**config.mk**
```make
export PLATFORM = sky130hd
export DESIGN_NAME = wdt_dev_flat
export DESIGN_NICKNAME = d
export VERILOG_FILES = /design/src/hdl/wdt_pkg.sv /design/src/hdl/wdt_if.sv /design/src/hdl/wdt_tmo.sv /design/src/hdl/wdt_dev.sv /design/src/flat_wrapper.sv
export SDC_FILE = /design/constraint.sdc
export NUM_CORES = 1
export LEC_CHECK = 0
export ABC_AREA = 1
export BUFFER_PORTS_ARGS = -buffer_cell sky130_fd_sc_hd__buf_2
export CORE_ASPECT_RATIO = 2
export CORE_MARGIN = 4
export CORE_UTILIZATION = 35
export CTS_CLUSTER_DIAMETER = 120
export DETAILED_ROUTE_END_ITERATION = 16
export MAX_ROUTING_LAYER = met4
export PLACE_DENSITY = 0.66
export SYNTH_ARGS = -nofsm -noshare
export SYNTH_HDL_FRONTEND = slang
export SYNTH_SLANG_ARGS = --single-unit
```
**constraint.sdc**
```tcl
create_clock -name MCLK -period 2.2 [get_ports MCLK]
set_clock_uncertainty 0.05 [all_clocks]
set_input_delay 0 -clock MCLK [delete_from_list [all_inputs] [get_ports MCLK]]
set_output_delay 0 -clock MCLK [all_outputs]
set_load 0.005 [all_outputs]
```
**src/hdl/wdt_pkg.sv**
```systemverilog
// Constants, register layout and shared types of the watchdog and its controller.
// Assumes one clock domain; both ends import this package.
//
// Notes on behaviour
// - Warning interval expiry raises interrupt when enabled
// - Reset interval expiry requests system reset when enabled
// - Warning interval is two to (31-field)
// - Reset interval spans two^31 down to two^16
// - Software keeps warning interval below reset interval; the bench sets both to two^16
// - Keys A5 then 5A clear the count
// - Run enable needs keys then run bit
// - Writing zero to run bit stops it
// - Only power-on reset clears run enable
// - Every reset clears the counter
// - Reset-cause flag set, survives watchdog reset
// - Reset enable cleared only by power-on; the device also clears it on a control write with bit 11 low
// - Sticky warning flag, gated interrupt, write-one clears
// - Software checks reset-cause flag after start-up
package wdt_pkg;
   ////////////////////////////////////////////////////////////////////////////
   // Device register map
   localparam logic [7:0]  WDT_CTRL_OFS  = 8'h00;
   localparam logic [7:0]  WDT_KEY_OFS   = 8'h04;
   localparam logic [31:0] WDT_CTRL_RST  = 32'h0000_0000;
   localparam logic [7:0]  WDT_KEY_RST   = 8'h00;
   localparam int          WDT_IPER_LSB  = 0;
   localparam int          WDT_RPER_LSB  = 4;
   localparam int          WDT_RUN_BIT   = 8;
   localparam int          WDT_IFLAG_BIT = 9;
   localparam int          WDT_IEN_BIT   = 10;
   localparam int          WDT_REN_BIT   = 11;
   localparam int          WDT_CAUSE_BIT = 31;
   localparam logic [7:0]  WDT_KEY_FIRST = 8'hA5;
   localparam logic [7:0]  WDT_KEY_SECOND = 8'h5A;
   localparam logic [4:0]  WDT_EXP_TOP   = 5'h1F;
   ////////////////////////////////////////////////////////////////////////////
   // Controller register map
   localparam logic [7:0]  HC_CFG_OFS    = 8'h00;
   localparam logic [7:0]  HC_CMD_OFS    = 8'h04;
   localparam logic [7:0]  HC_RES_OFS    = 8'h08;
   localparam logic [7:0]  HC_STAT_OFS   = 8'h0C;
   localparam logic [7:0]  HC_IEN_OFS    = 8'h10;
   localparam logic [7:0]  HC_ICLR_OFS   = 8'h14;
   localparam int          HC_CMD_KICK   = 0;
   localparam int          HC_CMD_EN     = 1;
   localparam int          HC_CMD_DIS    = 2;
   localparam int          HC_CMD_ICLR   = 3;
   localparam int          HC_CMD_READ   = 4;
   localparam int          HC_CMD_CCLR   = 5;
   localparam int          HC_EV_W       = 3;
   ////////////////////////////////////////////////////////////////////////////
   // Types
   typedef enum logic [1:0] {WDT_KEY_IDLE, WDT_KEY_HALF, WDT_KEY_OPEN} wdt_key_t;
   typedef enum logic [2:0] {HC_IDLE, HC_KEYA, HC_KEYB, HC_CTRL, HC_READ, HC_CAPT} wdt_hst_t;
endpackage

```
**src/hdl/wdt_if.sv**
```systemverilog
// Link between the watchdog and its controller: register port and reset lines.
// Assumes both ends run on the same clock.
`timescale 1ns/1ns
interface wdt_if;
   logic [7:0]  addr;    // Register byte address
   logic [31:0] wdata;   // Write data
   logic        wr;      // Write strobe
   logic        rd;      // Read strobe
   logic [31:0] rdata;   // Read data, cycle after rd
   logic        irq;     // Warning interrupt level
   logic        rst_req; // System reset request pulse
   logic        sys_rst; // Non power-on reset into the device
   modport dev  (input addr, wdata, wr, rd, sys_rst, output rdata, irq, rst_req);
   modport host (output addr, wdata, wr, rd, sys_rst, input rdata, irq, rst_req);
endinterface

```
**src/hdl/wdt_tmo.sv**
```systemverilog
// One timeout comparator: flags the cycle the count equals 2^(31-sel).
// Assumes the count advances by one per cycle from zero.
`timescale 1ns/1ns
module wdt_tmo #(
   parameter int CNT_W = 32
) (
   input  wire logic [CNT_W-1:0] count, // Running count
   input  wire logic [3:0]       sel,   // Interval select field
   input  wire logic             en,    // Counter running
   output logic                  hit    // Interval reached this cycle
);
   import wdt_pkg::*;
   logic [4:0] expo;
   // Exponent and equality
   assign expo = WDT_EXP_TOP - {1'b0, sel};
   assign hit  = en && (count == (CNT_W'(1) << expo));
endmodule

```
**src/hdl/wdt_dev.sv**
```systemverilog
// Watchdog device end: control and restart-key registers, counter, timeouts.
// Assumes SRST is the power-on reset and LINK.sys_rst every other reset.
// The count saturates at all ones; each timeout fires once per restart.
// Run enable, reset enable and the cause flag ride through LINK.sys_rst.
// Read data stand one cycle after the strobe, zero otherwise.
`timescale 1ns/1ns
module wdt_dev #(
   parameter int CNT_W = 32
) (
   input  wire logic MCLK, // Peripheral clock, 250 MHz
   input  wire logic SRST, // Power-on reset
   wdt_if.dev        LINK  // Register port and reset lines
);
   import wdt_pkg::*;

   typedef struct packed {
      // Counter and interval selects
      logic [CNT_W-1:0] count;
      logic [3:0]       int_per;
      logic [3:0]       rst_per;

      // Enables and flags
      logic             int_en;
      logic             rst_en;
      logic             int_flag;
      logic             run_en;
      logic             cause;

      // Restart key sequencer
      logic [7:0]       key_val;
      wdt_key_t         key_st;

      // Registered link outputs
      logic [31:0]      rdata;
      logic             irq;
      logic             rst_req;
   } wdt_dev_t;

   wdt_dev_t st_reg;
   wdt_dev_t st_next;

   // Timeout hits
   logic     int_hit;
   logic     rst_hit;

   // Decoded accesses
   logic     wr_ctl;
   logic     wr_key;
   logic     rd_ctl;
   logic     rd_key;

   // Key values and control write bits
   logic     key_first;
   logic     key_second;
   logic     run_set;
   logic     flag_clr;
   logic     cause_clr;
   logic     kick;

   ////////////////////////////////////////////////////////////////////////////
   // Timeout comparators
   // Warning interval
   wdt_tmo #(.CNT_W(CNT_W)) u_int_tmo (
      .count (st_reg.count),
      .sel   (st_reg.int_per),
      .en    (st_reg.run_en),
      .hit   (int_hit)
   );

   // Reset interval
   wdt_tmo #(.CNT_W(CNT_W)) u_rst_tmo (
      .count (st_reg.count),
      .sel   (st_reg.rst_per),
      .en    (st_reg.run_en),
      .hit   (rst_hit)
   );

   ////////////////////////////////////////////////////////////////////////////
   // Access decode
   assign wr_ctl = LINK.wr && (LINK.addr == WDT_CTRL_OFS);
   assign wr_key = LINK.wr && (LINK.addr == WDT_KEY_OFS);
   assign rd_ctl = LINK.rd && (LINK.addr == WDT_CTRL_OFS);
   assign rd_key = LINK.rd && (LINK.addr == WDT_KEY_OFS);

   // Key values on the restart register
   assign key_first  = wr_key && (LINK.wdata[7:0] == WDT_KEY_FIRST);
   assign key_second = wr_key && (LINK.wdata[7:0] == WDT_KEY_SECOND);

   // Second key counts only straight after the first
   assign kick = key_second && (st_reg.key_st == WDT_KEY_HALF);

   // Control write bits
   assign run_set   = LINK.wdata[WDT_RUN_BIT];
   assign flag_clr  = LINK.wdata[WDT_IFLAG_BIT];
   assign cause_clr = !LINK.wdata[WDT_CAUSE_BIT];

   ////////////////////////////////////////////////////////////////////////////
   // Next state
   always_comb begin
      // Hold state; pulses and read data default low
      st_next         = st_reg;
      st_next.rst_req = 1'b0;
      st_next.rdata   = '0;

      // Counter: clears on restart, stops at all ones
      if (!st_reg.run_en || kick) begin
         st_next.count = '0;
      end else if (st_reg.count != '1) begin
         st_next.count = st_reg.count + CNT_W'(1);
      end

      // Restart key sequencer
      if (wr_key) begin
         st_next.key_val = LINK.wdata[7:0];
         if (key_first) begin
            st_next.key_st = WDT_KEY_HALF;
         end else if (kick) begin
            st_next.key_st = WDT_KEY_OPEN;
         end else begin
            st_next.key_st = WDT_KEY_IDLE;
         end
      end

      // Control write
      if (wr_ctl) begin
         st_next.int_per = LINK.wdata[WDT_IPER_LSB +: 4];
         st_next.rst_per = LINK.wdata[WDT_RPER_LSB +: 4];
         st_next.int_en  = LINK.wdata[WDT_IEN_BIT];
         st_next.rst_en  = LINK.wdata[WDT_REN_BIT];
         st_next.key_st  = WDT_KEY_IDLE;

         // Run: clear freely, set only when unlocked
         if (!run_set) begin
            st_next.run_en = 1'b0;
         end else if (st_reg.key_st == WDT_KEY_OPEN) begin
            st_next.run_en = 1'b1;
         end

         // Warning flag, write one clears
         if (flag_clr) begin
            st_next.int_flag = 1'b0;
         end

         // Cause flag, write zero clears
         if (cause_clr) begin
            st_next.cause = 1'b0;
         end
      end

      // Timeout events; set wins over a clear in the same cycle
      if (int_hit) begin
         st_next.int_flag = 1'b1;
      end

      // Reset request and cause only when enabled
      if (rst_hit && st_reg.rst_en) begin
         st_next.rst_req = 1'b1;
         st_next.cause   = 1'b1;
      end

      // Read data, one cycle after the strobe
      if (rd_ctl) begin
         // Control layout, reserved bits zero
         st_next.rdata[WDT_IPER_LSB +: 4] = st_reg.int_per;
         st_next.rdata[WDT_RPER_LSB +: 4] = st_reg.rst_per;
         st_next.rdata[WDT_RUN_BIT]       = st_reg.run_en;
         st_next.rdata[WDT_IFLAG_BIT]     = st_reg.int_flag;
         st_next.rdata[WDT_IEN_BIT]       = st_reg.int_en;
         st_next.rdata[WDT_REN_BIT]       = st_reg.rst_en;
         st_next.rdata[WDT_CAUSE_BIT]     = st_reg.cause;
      end else if (rd_key) begin
         // Key register shows the last key
         st_next.rdata[7:0] = st_reg.key_val;
      end

      // Other resets: run, reset enable and cause survive
      if (LINK.sys_rst) begin
         // Counter and configuration to reset values
         st_next.count    = '0;
         st_next.int_per  = WDT_CTRL_RST[WDT_IPER_LSB +: 4];
         st_next.rst_per  = WDT_CTRL_RST[WDT_RPER_LSB +: 4];
         st_next.int_en   = WDT_CTRL_RST[WDT_IEN_BIT];
         st_next.int_flag = WDT_CTRL_RST[WDT_IFLAG_BIT];
         // Key sequencer and link outputs
         st_next.key_val  = WDT_KEY_RST;
         st_next.key_st   = WDT_KEY_IDLE;
         st_next.rst_req  = 1'b0;
         st_next.rdata    = '0;
      end

      // Interrupt level only while enabled
      st_next.irq = st_next.int_flag && st_next.int_en;
   end

   ////////////////////////////////////////////////////////////////////////////
   // State register; power-on reset clears everything
   always_ff @(posedge MCLK) begin
      if (SRST) begin
         st_reg <= '0;
      end else begin
         st_reg <= st_next;
      end
   end

   ////////////////////////////////////////////////////////////////////////////
   // Outputs
   assign LINK.rdata   = st_reg.rdata;
   assign LINK.irq     = st_reg.irq;
   assign LINK.rst_req = st_reg.rst_req;
endmodule

```
**src/flat_wrapper.sv**
```systemverilog
// flat-port wrapper written by rule: the top's interface ports become plain ports
module wdt_dev_flat import wdt_pkg::*;
#(
   parameter int CNT_W = 32
)
  (MCLK, SRST, LINK_addr, LINK_wdata, LINK_wr, LINK_rd, LINK_sys_rst, LINK_rdata, LINK_irq, LINK_rst_req);
  wdt_if LINK_i ();
  input  wire logic MCLK;
  input  wire logic SRST;
  input wire logic [$bits(LINK_i.addr)-1:0] LINK_addr;
  input wire logic [$bits(LINK_i.wdata)-1:0] LINK_wdata;
  input wire logic [$bits(LINK_i.wr)-1:0] LINK_wr;
  input wire logic [$bits(LINK_i.rd)-1:0] LINK_rd;
  input wire logic [$bits(LINK_i.sys_rst)-1:0] LINK_sys_rst;
  output wire logic [$bits(LINK_i.rdata)-1:0] LINK_rdata;
  output wire logic [$bits(LINK_i.irq)-1:0] LINK_irq;
  output wire logic [$bits(LINK_i.rst_req)-1:0] LINK_rst_req;
  assign LINK_i.addr = LINK_addr;
  assign LINK_i.wdata = LINK_wdata;
  assign LINK_i.wr = LINK_wr;
  assign LINK_i.rd = LINK_rd;
  assign LINK_i.sys_rst = LINK_sys_rst;
  assign LINK_rdata = LINK_i.rdata;
  assign LINK_irq = LINK_i.irq;
  assign LINK_rst_req = LINK_i.rst_req;
  wdt_dev #(.CNT_W(CNT_W)) u_core (.MCLK(MCLK), .SRST(SRST), .LINK(LINK_i));
endmodule
```
==> reports/metrics.cfg <==
[global_routing]
grt_pass1_vias = 4612
overflow = 0
track_usage = 0.209
grt_first_pass_wirelength_microns = 22700
antenna_found_initial = 0
met1_usage = 0.171
busiest_layer = met2
grt_start_max_net_pins = 19
grt_use_met2 = 0.373
use_met3 = 0.0455

[synth]
syn_area_per_cell_sq_um = 6.53
netlist_instances = 688
synth_warnings = 0
ys_ff_latch = 70
syn-cell-area_sq_um = 4500
synth_cell_type_count = 39
ys_seq_area_frac = 0.312

[pwr]
irDropWorstVdd_uv = 482
total_power_mw = 2.83
powerDensity_nw_per_um2 = 542
p_leak_nw = 2.21

[clocking]
cts_buffers = 9
cts_tree = built
path_clk_slew_ns = 0.06
clockRootBuffer = clkbuf_16
htreeDepth = 3
clock_sinks = 70
post_cts_resized = 0
cts_hold_buf = 15
clock_latency_ns = 0.34
post_cts_buffers = 0
ctsLongestPathBuffers = 2

[timing]
layout_min_cycle_time_ns = 1.86
worst_pin_slew_ns = 0.504
drv_slew = 0
setup_viol = 0
hold_viol = 0
tns_ns = 0
fmax_mhz = 537
grt_setup_unrepaired = no
slew_headroom = 0.662
min_period_over_period = 0.847

[die]
io_pins = 79
row_count = 58
start_util = 0.358
dieArea_sq_um = 14800
die_h_microns = 168
fp.coreArea_sq_um = 12600
die_w_microns = 88.1

[route]
viasPerCell = 5.11
drc = 0
dr.pass1.iters = 5
routed_wl_microns = 14500
wl_per_cell_microns = 16.1
drt.antenna.violating_nets = 0
drt_iter0_markers = 229
vias = 4596

[layout]
finalNonFillerCells = 900
mostFrequentLayoutCell = nand2_1
largest_register_ffs = 55
layout_common_cells = nand2_1 (165), nor2_1 (92), dfxtp_1 (70)
n_antenna_cell = 0
area_growth_pct = 16.2
fin_nets = 792
layout-drive-gt1-share = 0.181

[worst_setup_path]
start_kind = register
cp-end-kind = register
arrival_ns = 2.06
worstSetupPathType = reg -> reg
path_max_fanout = 11
critPathRequiredTime_ns = 2.39

[min_path]
hold_path_class = in -> reg

[status]
status = finished, final reports clean

[placed_design]
post-place-cells = 869
port_buffers = 40
dpl.hpwl_microns = 11200
routabilityCongestion = 1.02

[job]
max_cap_viol_count = 0

-- cell usage after synthesis --
master | number | area, sq um
nor2_2 | 17 | 106
nor3_1 | 18 | 90.1
ha_1 | 2 | 25.0
buf_12 | 1 | 20.0
inv_6 | 1 | 8.76
o21ai_2 | 4 | 35.0
nand2_2 | 4 | 25.0
nor2_4 | 2 | 22.5
inv_2 | 14 | 52.6
o32ai_1 | 1 | 8.76
nor3_4 | 3 | 48.8
nand4_1 | 22 | 138
conb_1 | 1 | 3.75
inv_1 | 61 | 229
nor3b_1 | 1 | 7.51
buf_6 | 2 | 22.5
o2111ai_1 | 1 | 8.76
nand3_1 | 42 | 210
o22ai_1 | 6 | 37.5
nand2_4 | 2 | 22.5
or2_2 | 3 | 18.8
nand3b_1 | 3 | 22.5
a31oi_1 | 4 | 25.0
buf_4 | 33 | 248
xor2_1 | 20 | 175
nor2_1 | 92 | 345
o21ai_0 | 34 | 170
xnor2_1 | 5 | 43.8
nor4_1 | 2 | 12.5
o21ai_1 | 3 | 15.0
a211oi_1 | 2 | 15.0
dfxtp_1 | 70 | 1400
nand2_1 | 165 | 619
nand3_2 | 3 | 30.0
nor3_2 | 3 | 30.0
a41oi_1 | 1 | 8.76
clkbuf_1 | 6 | 22.5
buf_2 | 9 | 45.0
a21oi_1 | 25 | 125
-- metal layers --
layer	wire, microns	part of all wire
met5	0	0
met4	1440	0.099
met3	766	0.053
met2	7740	0.53
met1	4580	0.32
-- final cells by class --
cell class / count / area [sq um]
fill: 1338 / 7330
multi-input combinational: 509 / 2510
sequential: 70 / 1400
timing repair buffer: 79 / 531
inverter: 76 / 290
clock buffer: 10 / 239
tap: 150 / 188
clock inverter: 6 / 61.3
-- cell families after synthesis --
group | count (synthesis) | share of synthesized area
simple gates | 382 | 0.389
buf+inv | 127 | 0.144
compound gates | 81 | 0.0999
flops | 70 | 0.312
xor+xnor | 25 | 0.0487
fa+ha+maj | 2 | 0.00557
other cells | 1 | 0.000834
-- critical path, stage by stage (launching register included) --
cell,delay [ns]
dfxtp_1,0.47
inv_2,0.17
nor3_4,0.26
nand2_2,0.10
nor3_4,0.16
nand2_4,0.13
buf_4,0.20
nand2_1,0.06
o21ai_0,0.07
nand2_1,0.06
inv_1,0.04
-- path summary, 6_finish.rpt --
kind / from / to / slack, ns / cells past startpoint
setup / recovery: u_core.st_reg[77] / u_core.st_reg[58] / 0.34 / 10
hold / removal: LINK_addr[2] / u_core.LINK.rdata[6] / 0.003 / 5
setup reg to reg: u_core.st_reg[77] / u_core.st_reg[58] / 0.34 / 10
hold reg to reg: u_core.st_reg[44] / u_core.LINK.rdata[31] / 0.38 / 2
-- per-stage QoR --
stage | setup slack, ns | hold slack (ns) | util | instance area (sq um)
3_3_place_gp | 0.378 | 0.175 | 0.380 | 4770
6_report | 0.337 | 0.00346 | 0.416 | 5220
5_1_grt | 0.124 | 0.0445 | 0.416 | 5220
4_1_cts | 0.367 | 0.00588 | 0.416 | 5220
2_1_floorplan | 0.600 | 0.0191 | - | 4560
3_5_place_dp | 0.392 | 0.178 | 0.380 | 4770
-- report_power, final --
group / switching, mW / internal [mW]
sequential: 0.000312 / 1.27
combinational: 0.0475 / 0.0415
clock: 0.569 / 0.904
total: 0.617 / 2.21
No activity file was read; power rests on OpenSTA's default activity.
